### config.mk
export PLATFORM = sky130hd
export DESIGN_NAME = hcc_core
export DESIGN_NICKNAME = d
export VERILOG_FILES = /design/src/logic/hcc_pkg.sv /design/src/logic/hcc_core.sv
export VERILOG_INCLUDE_DIRS = /design/src /design/src/logic
export SDC_FILE = /design/constraint.sdc
export NUM_CORES = 1
export LEC_CHECK = 0
export BUFFER_PORTS_ARGS = -buffer_cell sky130_fd_sc_hd__buf_2
export CAP_MARGIN = 10
export CORE_MARGIN = 8
export CORE_UTILIZATION = 49
export DETAILED_ROUTE_END_ITERATION = 8
export PLACE_DENSITY = 0.66
export SYNTH_ARGS = -nofsm -noshare
export SYNTH_HDL_FRONTEND = slang
export SYNTH_SLANG_ARGS = --single-unit
### constraint.sdc
create_clock -name sys_clk -period 6.8 [get_ports sys_clk]
set_clock_uncertainty 0.05 [all_clocks]
set_input_delay 0.68 -clock sys_clk [delete_from_list [all_inputs] [get_ports sys_clk]]
set_output_delay 0.68 -clock sys_clk [all_outputs]
set_load 0.02 [all_outputs]
### src/logic/hcc_params.svh
// Purpose: constants of the horizontal clock edge core
// Assumes: included by the package only; the core uses its macros without including it
// Notes: offsets are serial-port addresses
`ifndef HCC_PARAMS_SVH
`define HCC_PARAMS_SVH
`define HCC_ADDR_W 8
`define HCC_DATA_W 24
`define HCC_FRAME_BITS 6'h20
`define HCC_OFS_CORE_RST 8'h15
`define HCC_OFS_UPDATE_LINE 8'h18
`define HCC_OFS_CLK_DIV 8'h30
`define HCC_OFS_PH12 8'h31
`define HCC_OFS_PH34 8'h32
`define HCC_OFS_LAST 8'h33
`define HCC_OFS_RGATE 8'h34
`define HCC_OFS_BLANK 8'h35
`define HCC_OFS_DRIVE 8'h36
`define HCC_EDGE_RESET 17'h11400
`define HCC_RGATE_RESET 17'h10a00
`define HCC_DRIVE_RESET 24'h111111
`define HCC_STEPS_MAX 6'h3f
`endif

### src/logic/hcc_pkg.sv
// Purpose: types of the horizontal clock edge core
// Assumes: hcc_params.svh holds the numbers
// Notes: edge register layout packed as written on the serial port
package hcc_pkg;
  `include "hcc_params.svh"
  typedef struct packed {
    logic polarity;
    logic [1:0] pad_hi;
    logic [5:0] fall_pos;
    logic [1:0] pad_lo;
    logic [5:0] rise_pos;
  } hcc_edge_t;
  typedef struct packed {
    logic [2:0] widening;
    logic last_stage_blank_enable;
    logic last_stage_blank_retime;
    logic phase_three_four_blank_retime;
    logic phase_one_two_blank_retime;
  } hcc_blank_t;
  typedef struct packed {
    logic horiz_phase_one_clock;
    logic horiz_phase_two_clock;
    logic horiz_phase_three_clock;
    logic horiz_phase_four_clock;
    logic last_stage_horiz_clock;
    logic reset_gate_clock;
  } hcc_clocks_t;
endpackage

### src/logic/hcc_core.sv
// Purpose: horizontal ccd clock edge generator with serial register port
// Assumes: sys_clk is the master clock input; serial pins and syncs are asynchronous
// Notes: serial frame is 8 address bits then 24 data bits, lsb first, while load is low
`timescale 1ns/1ns
module hcc_core
  import hcc_pkg::*;
(
  input wire logic sys_clk,
  input wire logic sys_rst,
  input wire logic serial_clock,
  input wire logic serial_data,
  input wire logic serial_load_n,
  input wire logic vertical_sync,
  input wire logic horiz_sync,
  input wire logic horiz_blanking_window,
  output hcc_clocks_t ccd_clocks,
  output logic [23:0] drive_strength
);
  // ==========================================================
  // input synchronisers
  logic [1:0] sck_s_q, sda_s_q, sld_s_q, vd_s_q, hd_s_q, hb_s_q;
  logic sck_prev_q, sld_prev_q, vd_prev_q, hd_prev_q;

  always_ff @(posedge sys_clk or posedge sys_rst)
  begin
    if (sys_rst)
    begin
      sck_s_q <= 2'h0;
      sda_s_q <= 2'h0;
      sld_s_q <= 2'h3;
      vd_s_q <= 2'h0;
      hd_s_q <= 2'h0;
      hb_s_q <= 2'h0;
      sck_prev_q <= 1'h0;
      sld_prev_q <= 1'h1;
      vd_prev_q <= 1'h0;
      hd_prev_q <= 1'h0;
    end
    else
    begin
      sck_s_q <= {sck_s_q[0], serial_clock};
      sda_s_q <= {sda_s_q[0], serial_data};
      sld_s_q <= {sld_s_q[0], serial_load_n};
      vd_s_q <= {vd_s_q[0], vertical_sync};
      hd_s_q <= {hd_s_q[0], horiz_sync};
      hb_s_q <= {hb_s_q[0], horiz_blanking_window};
      sck_prev_q <= sck_s_q[1];
      sld_prev_q <= sld_s_q[1];
      vd_prev_q <= vd_s_q[1];
      hd_prev_q <= hd_s_q[1];
    end
  end

  logic sck_rise, load_end, vd_rise, hd_rise, blank_in;
  assign sck_rise = sck_s_q[1] & ~sck_prev_q;
  assign load_end = sld_s_q[1] & ~sld_prev_q;
  assign vd_rise = vd_s_q[1] & ~vd_prev_q;
  assign hd_rise = hd_s_q[1] & ~hd_prev_q;
  assign blank_in = hb_s_q[1];

  // ==========================================================
  // serial write port
  logic [31:0] shift_q;
  logic [5:0] bit_cnt_q;

  always_ff @(posedge sys_clk or posedge sys_rst)
  begin
    if (sys_rst)
    begin
      shift_q <= 32'h0;
      bit_cnt_q <= 6'h0;
    end
    else if (sld_s_q[1])
      bit_cnt_q <= 6'h0;
    else if (sck_rise)
    begin
      shift_q <= {sda_s_q[1], shift_q[31:1]};
      // extra clocks past a full frame still shift the data; only the count stops at 32
      if (bit_cnt_q != `HCC_FRAME_BITS)
        bit_cnt_q <= bit_cnt_q + 6'h1;
    end
  end

  logic wr_en;
  logic [7:0] wr_addr;
  logic [23:0] wr_data;
  assign wr_en = load_end && (bit_cnt_q == `HCC_FRAME_BITS);
  assign wr_addr = shift_q[7:0];
  assign wr_data = shift_q[31:8];

  // ==========================================================
  // immediate registers
  logic core_release_q, halving_q;
  logic [11:0] update_line_q;
  hcc_edge_t ph12_q, ph34_q, last_q, rgate_q;
  hcc_blank_t blank_pend_q, blank_q;

  always_ff @(posedge sys_clk or posedge sys_rst)
  begin
    if (sys_rst)
    begin
      core_release_q <= 1'h0;
      halving_q <= 1'h0;
      update_line_q <= 12'h0;
      ph12_q <= `HCC_EDGE_RESET;
      ph34_q <= `HCC_EDGE_RESET;
      last_q <= `HCC_EDGE_RESET;
      rgate_q <= `HCC_RGATE_RESET;
      blank_pend_q <= 7'h0;
      drive_strength <= `HCC_DRIVE_RESET;
    end
    else if (wr_en)
    begin
      unique case (wr_addr)
        `HCC_OFS_CORE_RST: core_release_q <= wr_data[0];
        `HCC_OFS_UPDATE_LINE: update_line_q <= wr_data[11:0];
        `HCC_OFS_CLK_DIV: halving_q <= wr_data[0];
        `HCC_OFS_PH12: ph12_q <= wr_data[16:0];
        `HCC_OFS_PH34: ph34_q <= wr_data[16:0];
        `HCC_OFS_LAST: last_q <= wr_data[16:0];
        `HCC_OFS_RGATE: rgate_q <= wr_data[16:0];
        `HCC_OFS_BLANK: blank_pend_q <= wr_data[6:0];
        `HCC_OFS_DRIVE: drive_strength <= wr_data;
        default: ;
      endcase
    end
  end

  // ==========================================================
  // frame-synchronised update of blanking control
  logic [11:0] line_q;

  always_ff @(posedge sys_clk or posedge sys_rst)
  begin
    if (sys_rst)
      line_q <= 12'h0;
    else if (vd_rise)
      line_q <= 12'h0;
    else if (hd_rise)
      line_q <= line_q + 12'h1;
  end

  // blanking control waits for update point
  always_ff @(posedge sys_clk or posedge sys_rst)
  begin
    if (sys_rst)
      blank_q <= 7'h0;
    else if (hd_rise && (line_q == update_line_q))
      blank_q <= blank_pend_q;
  end

  // ==========================================================
  // step counter within the pixel period
  logic half_q, tick;
  logic [5:0] step_q;

  // every other master edge when halving
  always_ff @(posedge sys_clk or posedge sys_rst)
  begin
    if (sys_rst)
      half_q <= 1'h0;
    else if (!core_release_q)
      half_q <= 1'h0;
    else
      half_q <= ~half_q;
  end
  assign tick = core_release_q && (!halving_q || half_q);

  // counter held at zero while core is in reset
  // one step per tick, 64 steps per pixel
  always_ff @(posedge sys_clk or posedge sys_rst)
  begin
    if (sys_rst)
      step_q <= 6'h0;
    else if (!core_release_q)
      step_q <= 6'h0;
    else if (tick)
      step_q <= step_q + 6'h1;
  end

  logic pixel_end;
  assign pixel_end = tick && (step_q == `HCC_STEPS_MAX);

  // ==========================================================
  // edge levels, blanking retime and widening
  function automatic logic edge_level(input hcc_edge_t e, input logic [5:0] s, input logic cur);
    if (s == e.rise_pos)
      edge_level = 1'h1;
    else if (s == e.fall_pos)
      edge_level = 1'h0;
    else
      edge_level = cur;
  endfunction

  logic lv12_q, lv34_q, lvl_q, lvrg_q;
  logic rt12_q, rt34_q, rtl_q;
  logic [2:0] wide_cnt_q;
  logic slow_q;

  // toggle at programmed steps each pixel
  always_ff @(posedge sys_clk or posedge sys_rst)
  begin
    if (sys_rst)
    begin
      lv12_q <= 1'h0;
      lv34_q <= 1'h0;
      lvl_q <= 1'h0;
      lvrg_q <= 1'h0;
    end
    else if (!core_release_q)
    begin
      lv12_q <= 1'h0;
      lv34_q <= 1'h0;
      lvl_q <= 1'h0;
      lvrg_q <= 1'h0;
    end
    else if (tick)
    begin
      lv12_q <= edge_level(ph12_q, step_q, lv12_q);
      lv34_q <= edge_level(ph34_q, step_q, lv34_q);
      lvl_q <= edge_level(last_q, step_q, lvl_q);
      lvrg_q <= edge_level(rgate_q, step_q, lvrg_q);
    end
  end

  // captured at each group's rising step: one pixel of added delay
  always_ff @(posedge sys_clk or posedge sys_rst)
  begin
    if (sys_rst)
    begin
      rt12_q <= 1'h0;
      rt34_q <= 1'h0;
      rtl_q <= 1'h0;
    end
    else if (tick)
    begin
      if (step_q == ph12_q.rise_pos)
        rt12_q <= blank_in;
      if (step_q == ph34_q.rise_pos)
        rt34_q <= blank_in;
      if (step_q == last_q.rise_pos)
        rtl_q <= blank_in;
    end
  end

  logic blk12, blk34, blkl;
  assign blk12 = blank_q.phase_one_two_blank_retime ? rt12_q : blank_in;
  assign blk34 = blank_q.phase_three_four_blank_retime ? rt34_q : blank_in;
  assign blkl = blank_q.last_stage_blank_retime ? rtl_q : blank_in;

  // slow toggle every n pixels in blanking
  always_ff @(posedge sys_clk or posedge sys_rst)
  begin
    if (sys_rst)
    begin
      wide_cnt_q <= 3'h0;
      slow_q <= 1'h0;
    end
    else if (!(blk12 || blk34))
    begin
      wide_cnt_q <= 3'h0;
      slow_q <= lv12_q;
    end
    else if (pixel_end)
    begin
      if (wide_cnt_q + 3'h1 >= blank_q.widening)
      begin
        wide_cnt_q <= 3'h0;
        slow_q <= ~slow_q;
      end
      else
        wide_cnt_q <= wide_cnt_q + 3'h1;
    end
  end

  logic wide_on, raw12, raw34, rawl;
  assign wide_on = blank_q.widening != 3'h0;
  // slow level follows phase one; phase three takes its complement
  assign raw12 = (blk12 && wide_on) ? slow_q : lv12_q;
  assign raw34 = (blk34 && wide_on) ? ~slow_q : lv34_q;
  // last stage held low only when enabled
  assign rawl = (blkl && blank_q.last_stage_blank_enable) ? 1'h0 : lvl_q;

  // ==========================================================
  // registered outputs with polarity
  // polarity zero inverts the group
  always_ff @(posedge sys_clk or posedge sys_rst)
  begin
    if (sys_rst)
      ccd_clocks <= 6'h0;
    else
    begin
      ccd_clocks.horiz_phase_one_clock <= raw12 ~^ ph12_q.polarity;
      ccd_clocks.horiz_phase_two_clock <= raw12 ^ ph12_q.polarity;
      ccd_clocks.horiz_phase_three_clock <= raw34 ~^ ph34_q.polarity;
      ccd_clocks.horiz_phase_four_clock <= raw34 ^ ph34_q.polarity;
      ccd_clocks.last_stage_horiz_clock <= rawl ~^ last_q.polarity;
      ccd_clocks.reset_gate_clock <= lvrg_q ~^ rgate_q.polarity;
    end
  end
endmodule

==> flow_metrics.py, run 1 <==
metrics = {
    "critical_path": {
        "arrival_ps": 2760,
        "endpoint_kind": "flop",
        "critPathRequiredTime_ps": 7060,
        "crit_type": "reg2reg",
        "regToRegSetupSlack_ps": 4300,
        "crit_fanout": 13,
        "start_kind": "flop",
    },
    "routing": {
        "ant_nets": 0,
        "first_pass_iters": 6,
        "routed_wirelength_mm": 15.8,
        "via_count": 4849,
        "wire_per_inst_um": 17.7,
        "detail_route.vias_per_cell": 5.45,
        "drc_errors": 0,
        "drtIter0Drc": 245,
    },
    "die": {
        "core-area_mm2": 0.0171,
        "die_w_um": 147,
        "dieArea_mm2": 0.0217,
        "rows": 48,
        "ioPinCount": 38,
        "dieHeight_um": 147,
        "start_util_pct": 49.6,
    },
    "sta": {
        "holdWs_ps": 297,
        "finalSetupTns_ps": 0,
        "setup_slack_ps": 4300,
        "layout_min_cycle_time_ps": 2500,
        "final_hold_viol_count": 0,
        "finalMaxSlewViolations": 0,
        "fmax_ghz": 0.401,
        "max_slew_margin_pct": 34.2,
        "worst_slew_pin_slew_ps": 985,
        "rsz0062_at_grt": "false",
        "setup_viol": 0,
        "period_share_pct": 36.7,
    },
    "synthesis": {
        "ys_dominant_reg_cell": "dfrtp_1",
        "synth_edf_count": 0,
        "ys_seq_area_share_pct": 57.7,
        "syn-cell-area_mm2": 0.00845,
        "synth-async-reset-ratio_pct": 100,
        "synth.distinct_cells": 52,
        "synth-seq-cells": 194,
        "avgSynthCellArea_um2": 13.7,
        "synth.net_count": 631,
        "synth_warnings": 0,
        "synth_cells": 615,
    },
    "clocking": {
        "hold_buffers": 0,
        "clkLatencyLatePin_ps": 430,
        "cts.clk_slew.worst_paths_ps": 70,
        "clockRootBuffer": "clkbuf_16",
        "cts_resized": 0,
        "cts_buffer_depth": 2,
        "cts_tree": "yes",
        "cts_sinks": 194,
        "cts_setup_buffers": 0,
        "cts_buffers": 17,
        "cts_max_level": 4,
    },
    "power_and_ir_drop": {
        "p_switching_uw": 535,
        "seq_power_share_pct": 53.5,
        "finalPower_uw": 2280,
        "clkPwrFrac_pct": 42.9,
        "p_per_area_mw_per_mm2": 241,
        "swShare_pct": 23.5,
        "p_comb_share_pct": 3.6,
        "p_int_uw": 1740,
        "vdd_drop_max_mv": 0.202,
        "p_leak_uw": 0.00451,
    },
    "place": {
        "io_buffers": 37,
        "dp_hpwl_mm": 10.6,
        "dpl_worst_slack_ps": 3850,
        "gp_congestion": 0.764,
    },
    "global_route": {
        "grt_max_degree": 120,
        "antenna_found_initial": 0,
        "track_usage_pct": 15.4,
        "grt_overflow": 0,
        "grt_pass1_wl_mm": 26.9,
        "first_global_vias": 5104,
    },
    "final_layout": {
        "fillCellCount": 1429,
        "antenna_cells": 0,
        "area_growth_syn_to_layout_pct": 11.8,
        "layout.nets": 668,
        "drive_gt1_share_pct": 37.0,
    },
    "outcome": {
        "outcome": "completed",
    },
    "min_path": {
        "hold_path.class": "in2reg",
    },
    "job": {
        "max_cap_viol_count": 0,
    },
}
[cells in the mapped netlist, types with 8 or more instances]
library cell / number / area [µm²]
clkbuf_1: 13 / 48.8
nor4_1: 8 / 50.1
nand2_1: 18 / 67.6
xor2_1: 31 / 272
ha_1: 8 / 100
nand3_1: 8 / 40.0
dfstp_2: 21 / 552
nand4_1: 14 / 87.6
mux2_2: 131 / 1480
a21oi_1: 11 / 55.1
inv_1: 13 / 48.8
dfrtp_1: 173 / 4330
xnor2_1: 49 / 429
o21ai_0: 10 / 50.1
nor2_1: 14 / 52.6
[kinds of logic after synthesis]
| group | Yosys count | synth area share (%) |
|---|---|---|
| DFF | 194 | 57.7 |
| muxes | 144 | 19.4 |
| and+or+nand+nor | 109 | 8.23 |
| xor gates and xnor gates | 80 | 8.29 |
| AOI/OAI and AO/OA | 41 | 3.14 |
| buffers and inverters | 39 | 2.01 |
| adders and majority gates | 8 | 1.18 |
[final timing paths]
kind | end | cells after the start | startpoint
worst min-delay path | sld_s_q[0] | 1 | serial_load_n
min in group asynchronous | sda_s_q[0] | 2 | sys_rst
worst min register to register | hb_s_q[1] | 0 | hb_s_q[0]
worst max register to register | ph34_q[5] | 6 | bit_cnt_q[0]
max in group asynchronous | ccd_clocks[3] | 3 | sys_rst
worst max-delay path | ph34_q[5] | 6 | bit_cnt_q[0]
[power by group through the flow]
stage,registers (µW),clock network (µW),logic (µW)
2_1_floorplan,1230,0,67.1
3_3_place_gp,1240,0,80.0
3_5_place_dp,1240,0,84.2
4_1_cts,1220,1000,84.5
5_1_grt,1220,1050,94.0
6_report,1220,977,81.8
[layer usage]
metal  vias up  GRT usage [%]  part of all wire [%]
met1      2520           20.3                    47
met2        67           24.7                    49
li1       2241              -                     -
met3        21           3.66                   2.6
met4         0           4.84                   1.6
met5         -              0                     0
[sequential cells by signal, summed over array words and instances (netlist names), 12 cells and up]
signal and flops:
ph34_q 13, rgate_q 13, update_line_q 12, drive_strength 24, shift_q 32, ph12_q 13
line_q 12, last_q 13
[through the flow]
| step | area (µm²) | cells | utilization (%) |
|---|---|---|---|
| 6_report | 9450 | 890 | 55.4 |
| 5_1_grt | 9450 | 890 | 55.4 |
| 3_3_place_gp | 8850 | 857 | 51.9 |
| 3_5_place_dp | 8850 | 857 | 51.9 |
| 2_1_floorplan | 8450 | 615 | - |
| 4_1_cts | 9430 | 889 | 55.3 |
[worst max-delay path, cell delays in order (launching register included)]
cell	delay (ps)
dfrtp_1	420
inv_1	80
ha_1	160
nor4b_4	250
and4bb_2	320
and3_1	670
mux2_2	420
[placed cells by master, fill, tap and decap left out, drive strengths merged, types with 4 or more instances in the layout]
master    n
dfrtp   173
and2      5
clkinv    5
nor2b     5
nor4      9
nor2     14
nand2    19
inv      20
buf      44
mux2i     6
and3      4
nor4b     4
dfstp    21
nand3     8
ha        8
xor2     31
nand4    14
o21ai    10
a21oi    11
or3       6
xnor2    49
mux2    138
clkbuf   18
[area by class of cell]
class	instances	area, µm²	area share (%)
Sequential cell	194	4880	51.7
Multi-Input combinational cell	382	3400	36.0
Clock buffer	18	429	4.54
Tap cell	225	282	2.98
Timing Repair Buffer	44	245	2.60
Clock inverter	14	150	1.59
Inverter	13	56.3	0.596
Note: power is estimated with default switching activity, not from simulation.
==> run 2: changes to the inputs <==
--- a/config.mk
+++ b/config.mk
@@ -11,7 +11,7 @@
 export CORE_MARGIN = 8
 export CORE_UTILIZATION = 49
 export DETAILED_ROUTE_END_ITERATION = 8
-export PLACE_DENSITY = 0.66
+export PLACE_DENSITY = 0.68
 export SYNTH_ARGS = -nofsm -noshare
 export SYNTH_HDL_FRONTEND = slang
 export SYNTH_SLANG_ARGS = --single-unit
==> constraint.sdc (replaced) <==
create_clock -name sys_clk -period 2 [get_ports sys_clk]
set_clock_uncertainty 0.05 [all_clocks]
set_input_delay 0.2 -clock sys_clk [delete_from_list [all_inputs] [get_ports sys_clk]]
set_output_delay 0.2 -clock sys_clk [all_outputs]
set_load 0.02 [all_outputs]
==> flow_metrics.py, run 2 (synthesized netlist as in run 1, its figures left out) <==
metrics = {
    "critical_path": {
        "path_depth": 8,
        "cp_num_buf_inv": 3,
        "worstReg2RegEnd": "last_q[2]",
        "critPathRequiredTime_ps": 2260,
        "path_common_cell": "nor4b_4",
        "crit_type": "reg2reg",
        "cp-startpoint": "bit_cnt_q[0]",
        "path_cells": "inv_1 > ha_1 > nor4b_4 > nand2_2 > buf_4 > nor4b_4 > buf_12 > mux2_2",
        "cp_slowest_cell": "dfrtp_1",
        "endpoint_kind": "flop",
        "arrival_ps": 2390,
        "start_kind": "flop",
        "crit_fanout": 13,
        "crit_family": "simple AND/OR/NAND/NOR gates",
        "cp-endpoint": "last_q[2]",
        "r2r-start": "bit_cnt_q[0]",
        "regToRegSetupSlack_ps": -130,
        "worstRegToRegCells": 8,
        "max_stage_delay_ps": 380,
    },
    "outcome": {
        "violations": "setup timing",
        "outcome": "finished, violations left",
    },
    "final_layout": {
        "final_cell_area_mm2": 0.0103,
        "fillCellCount": 1315,
        "area_growth_syn_to_layout_pct": 21.6,
        "final_common_cell": "dfrtp_1",
        "layout.nets": 723,
        "mostFrequentLayoutCells": "dfrtp_1 (173), mux2_2 (91), xnor2_1 (49)",
        "max_flop_register": "shift_q",
        "reg_top3": "shift_q: 32 flops, drive_strength: 24 flops",
        "largest_register_ffs": 32,
        "drive_gt1_share_pct": 42.5,
        "antenna_cells": 0,
    },
    "place": {
        "gp_congestion": 0.812,
        "dp_hpwl_mm": 11.9,
        "dpl-instance-area_mm2": 0.00932,
        "dpl_worst_slack_ps": -145,
        "io_buffers": 37,
    },
    "sta": {
        "rsz0062_at_grt": "true",
        "layout_min_cycle_time_ps": 2130,
        "period_share_pct": 106,
        "setup_slack_ps": -125,
        "max_slew_margin_pct": 53.1,
        "finalSetupTns_ps": -2980,
        "finalMaxSlewViolations": 0,
        "final_hold_viol_count": 0,
        "fmax_ghz": 0.470,
        "worst_slew_pin_slew_ps": 703,
        "setup_viol": 36,
    },
    "routing": {
        "drc_errors": 0,
        "ant_nets": 0,
        "drtIter0Drc": 222,
        "detail_route.vias_per_cell": 5.39,
        "routed_wirelength_mm": 17.3,
        "via_count": 5090,
        "wire_per_inst_um": 18.3,
        "first_pass_iters": 4,
    },
    "min_path": {
        "worstHoldStart": "hd_s_q[0]",
        "hold_path.class": "reg2reg",
        "hold_path_depth": 0,
    },
    "power_and_ir_drop": {
        "finalPower_uw": 7670,
        "vdd_drop_max_mv": 0.546,
        "p_leak_uw": 0.00488,
        "p_per_area_mw_per_mm2": 746,
    },
    "clocking": {
        "clkLatencyLatePin_ps": 430,
        "cts_tree": "yes",
        "clockRootBuffer": "clkbuf_16",
        "cts_buffer_depth": 2,
        "cts_buffers": 17,
        "cts_sinks": 194,
        "cts_max_level": 4,
        "cts.clk_slew.worst_paths_ps": 70,
    },
    "die": {
        "dieHeight_um": 147,
        "dieArea_mm2": 0.0217,
        "start_util_pct": 49.6,
        "core-area_mm2": 0.0171,
        "die_w_um": 147,
        "rows": 48,
        "ioPinCount": 38,
    },
    "job": {
        "max_cap_viol_count": 0,
    },
    "global_route": {
        "grt_pass1_wl_mm": 28.5,
        "first_global_vias": 5334,
        "grt_max_degree": 46,
        "track_usage_pct": 16.4,
        "antenna_found_initial": 0,
        "grt_overflow": 0,
    },
}
run 2: changes by cell type in the layout (fill, tap and decap cells not counted), sizes merged:
cell | before | now
clkinvlp | 1 | 3
inv | 20 | 19
buf | 44 | 91
dlygate4sd3 | 0 | 7
clkbuf | 18 | 19
bufinv | 1 | 0
run 2: what timing repair did:
item                                    4_1_cts  5_1_grt
gates cloned                                  0        2
endpoints found under the hold margin        12        0
endpoints found under the setup margin       45       95
buffers inserted                              3        5
pin swaps                                     4        3
gates resized for setup                      20       44
hold buffers                                  7        0
run 2: how the worst min path moves through the flow:
stage               endpoint  slack (ps)
4_1_cts           sck_s_q[1]         300
3_5_place_dp       last_q[9]         210
2_1_floorplan     sld_s_q[0]         150
3_3_place_gp   ccd_clocks[1]         200
5_1_grt            vd_s_q[1]         320
6_report           hd_s_q[1]         300
run 2: area by class of cell:
| class | count | area (µm²) | area share [%] |
|---|---|---|---|
| Multi-Input combinational cell | 382 | 3650 | 35.5 |
| Timing Repair Buffer | 99 | 853 | 8.30 |
| Clock buffer | 18 | 439 | 4.27 |
| Tap cell | 225 | 282 | 2.74 |
| Inverter | 13 | 52.6 | 0.511 |
| Clock inverter | 14 | 118 | 1.14 |
| Sequential cell | 194 | 4880 | 47.5 |
run 2: routing by layer:
metal | GRT usage [%] | up-vias | part of all wire (%)
met4 | 5.56 | 0 | 1.7
li1 | - | 2357 | -
met2 | 27.1 | 64 | 50
met3 | 3.08 | 24 | 2.6
met5 | 0 | - | 0
met1 | 21.3 | 2645 | 46
run 2: power by group:
| part | switching, µW | total (µW) | internal [µW] |
|---|---|---|---|
| Sequential | 110 | 4140 | 4030 |
| Clock | 1530 | 3190 | 1660 |
| Combinational | 168 | 334 | 165 |
run 2: metrics by stage:
stage                     hold WS (ps)  util [%]  std cells
after floorplan                    154         -        615
after global placement             201      54.6        897
after detailed placement           213      54.6        897
after CTS                          300      58.9        939
after global routing               315      60.3        945
final                              299      60.3        945
run 2: worst register-to-register path, delay by kind of cell (launching register included):
| family | cells | cell delay (ps) |
|---|---|---|
| fa+ha+maj | 1 | 130 |
| buf+inv | 3 | 420 |
| flops | 1 | 380 |
| mux | 1 | 340 |
| simple gates | 3 | 690 |
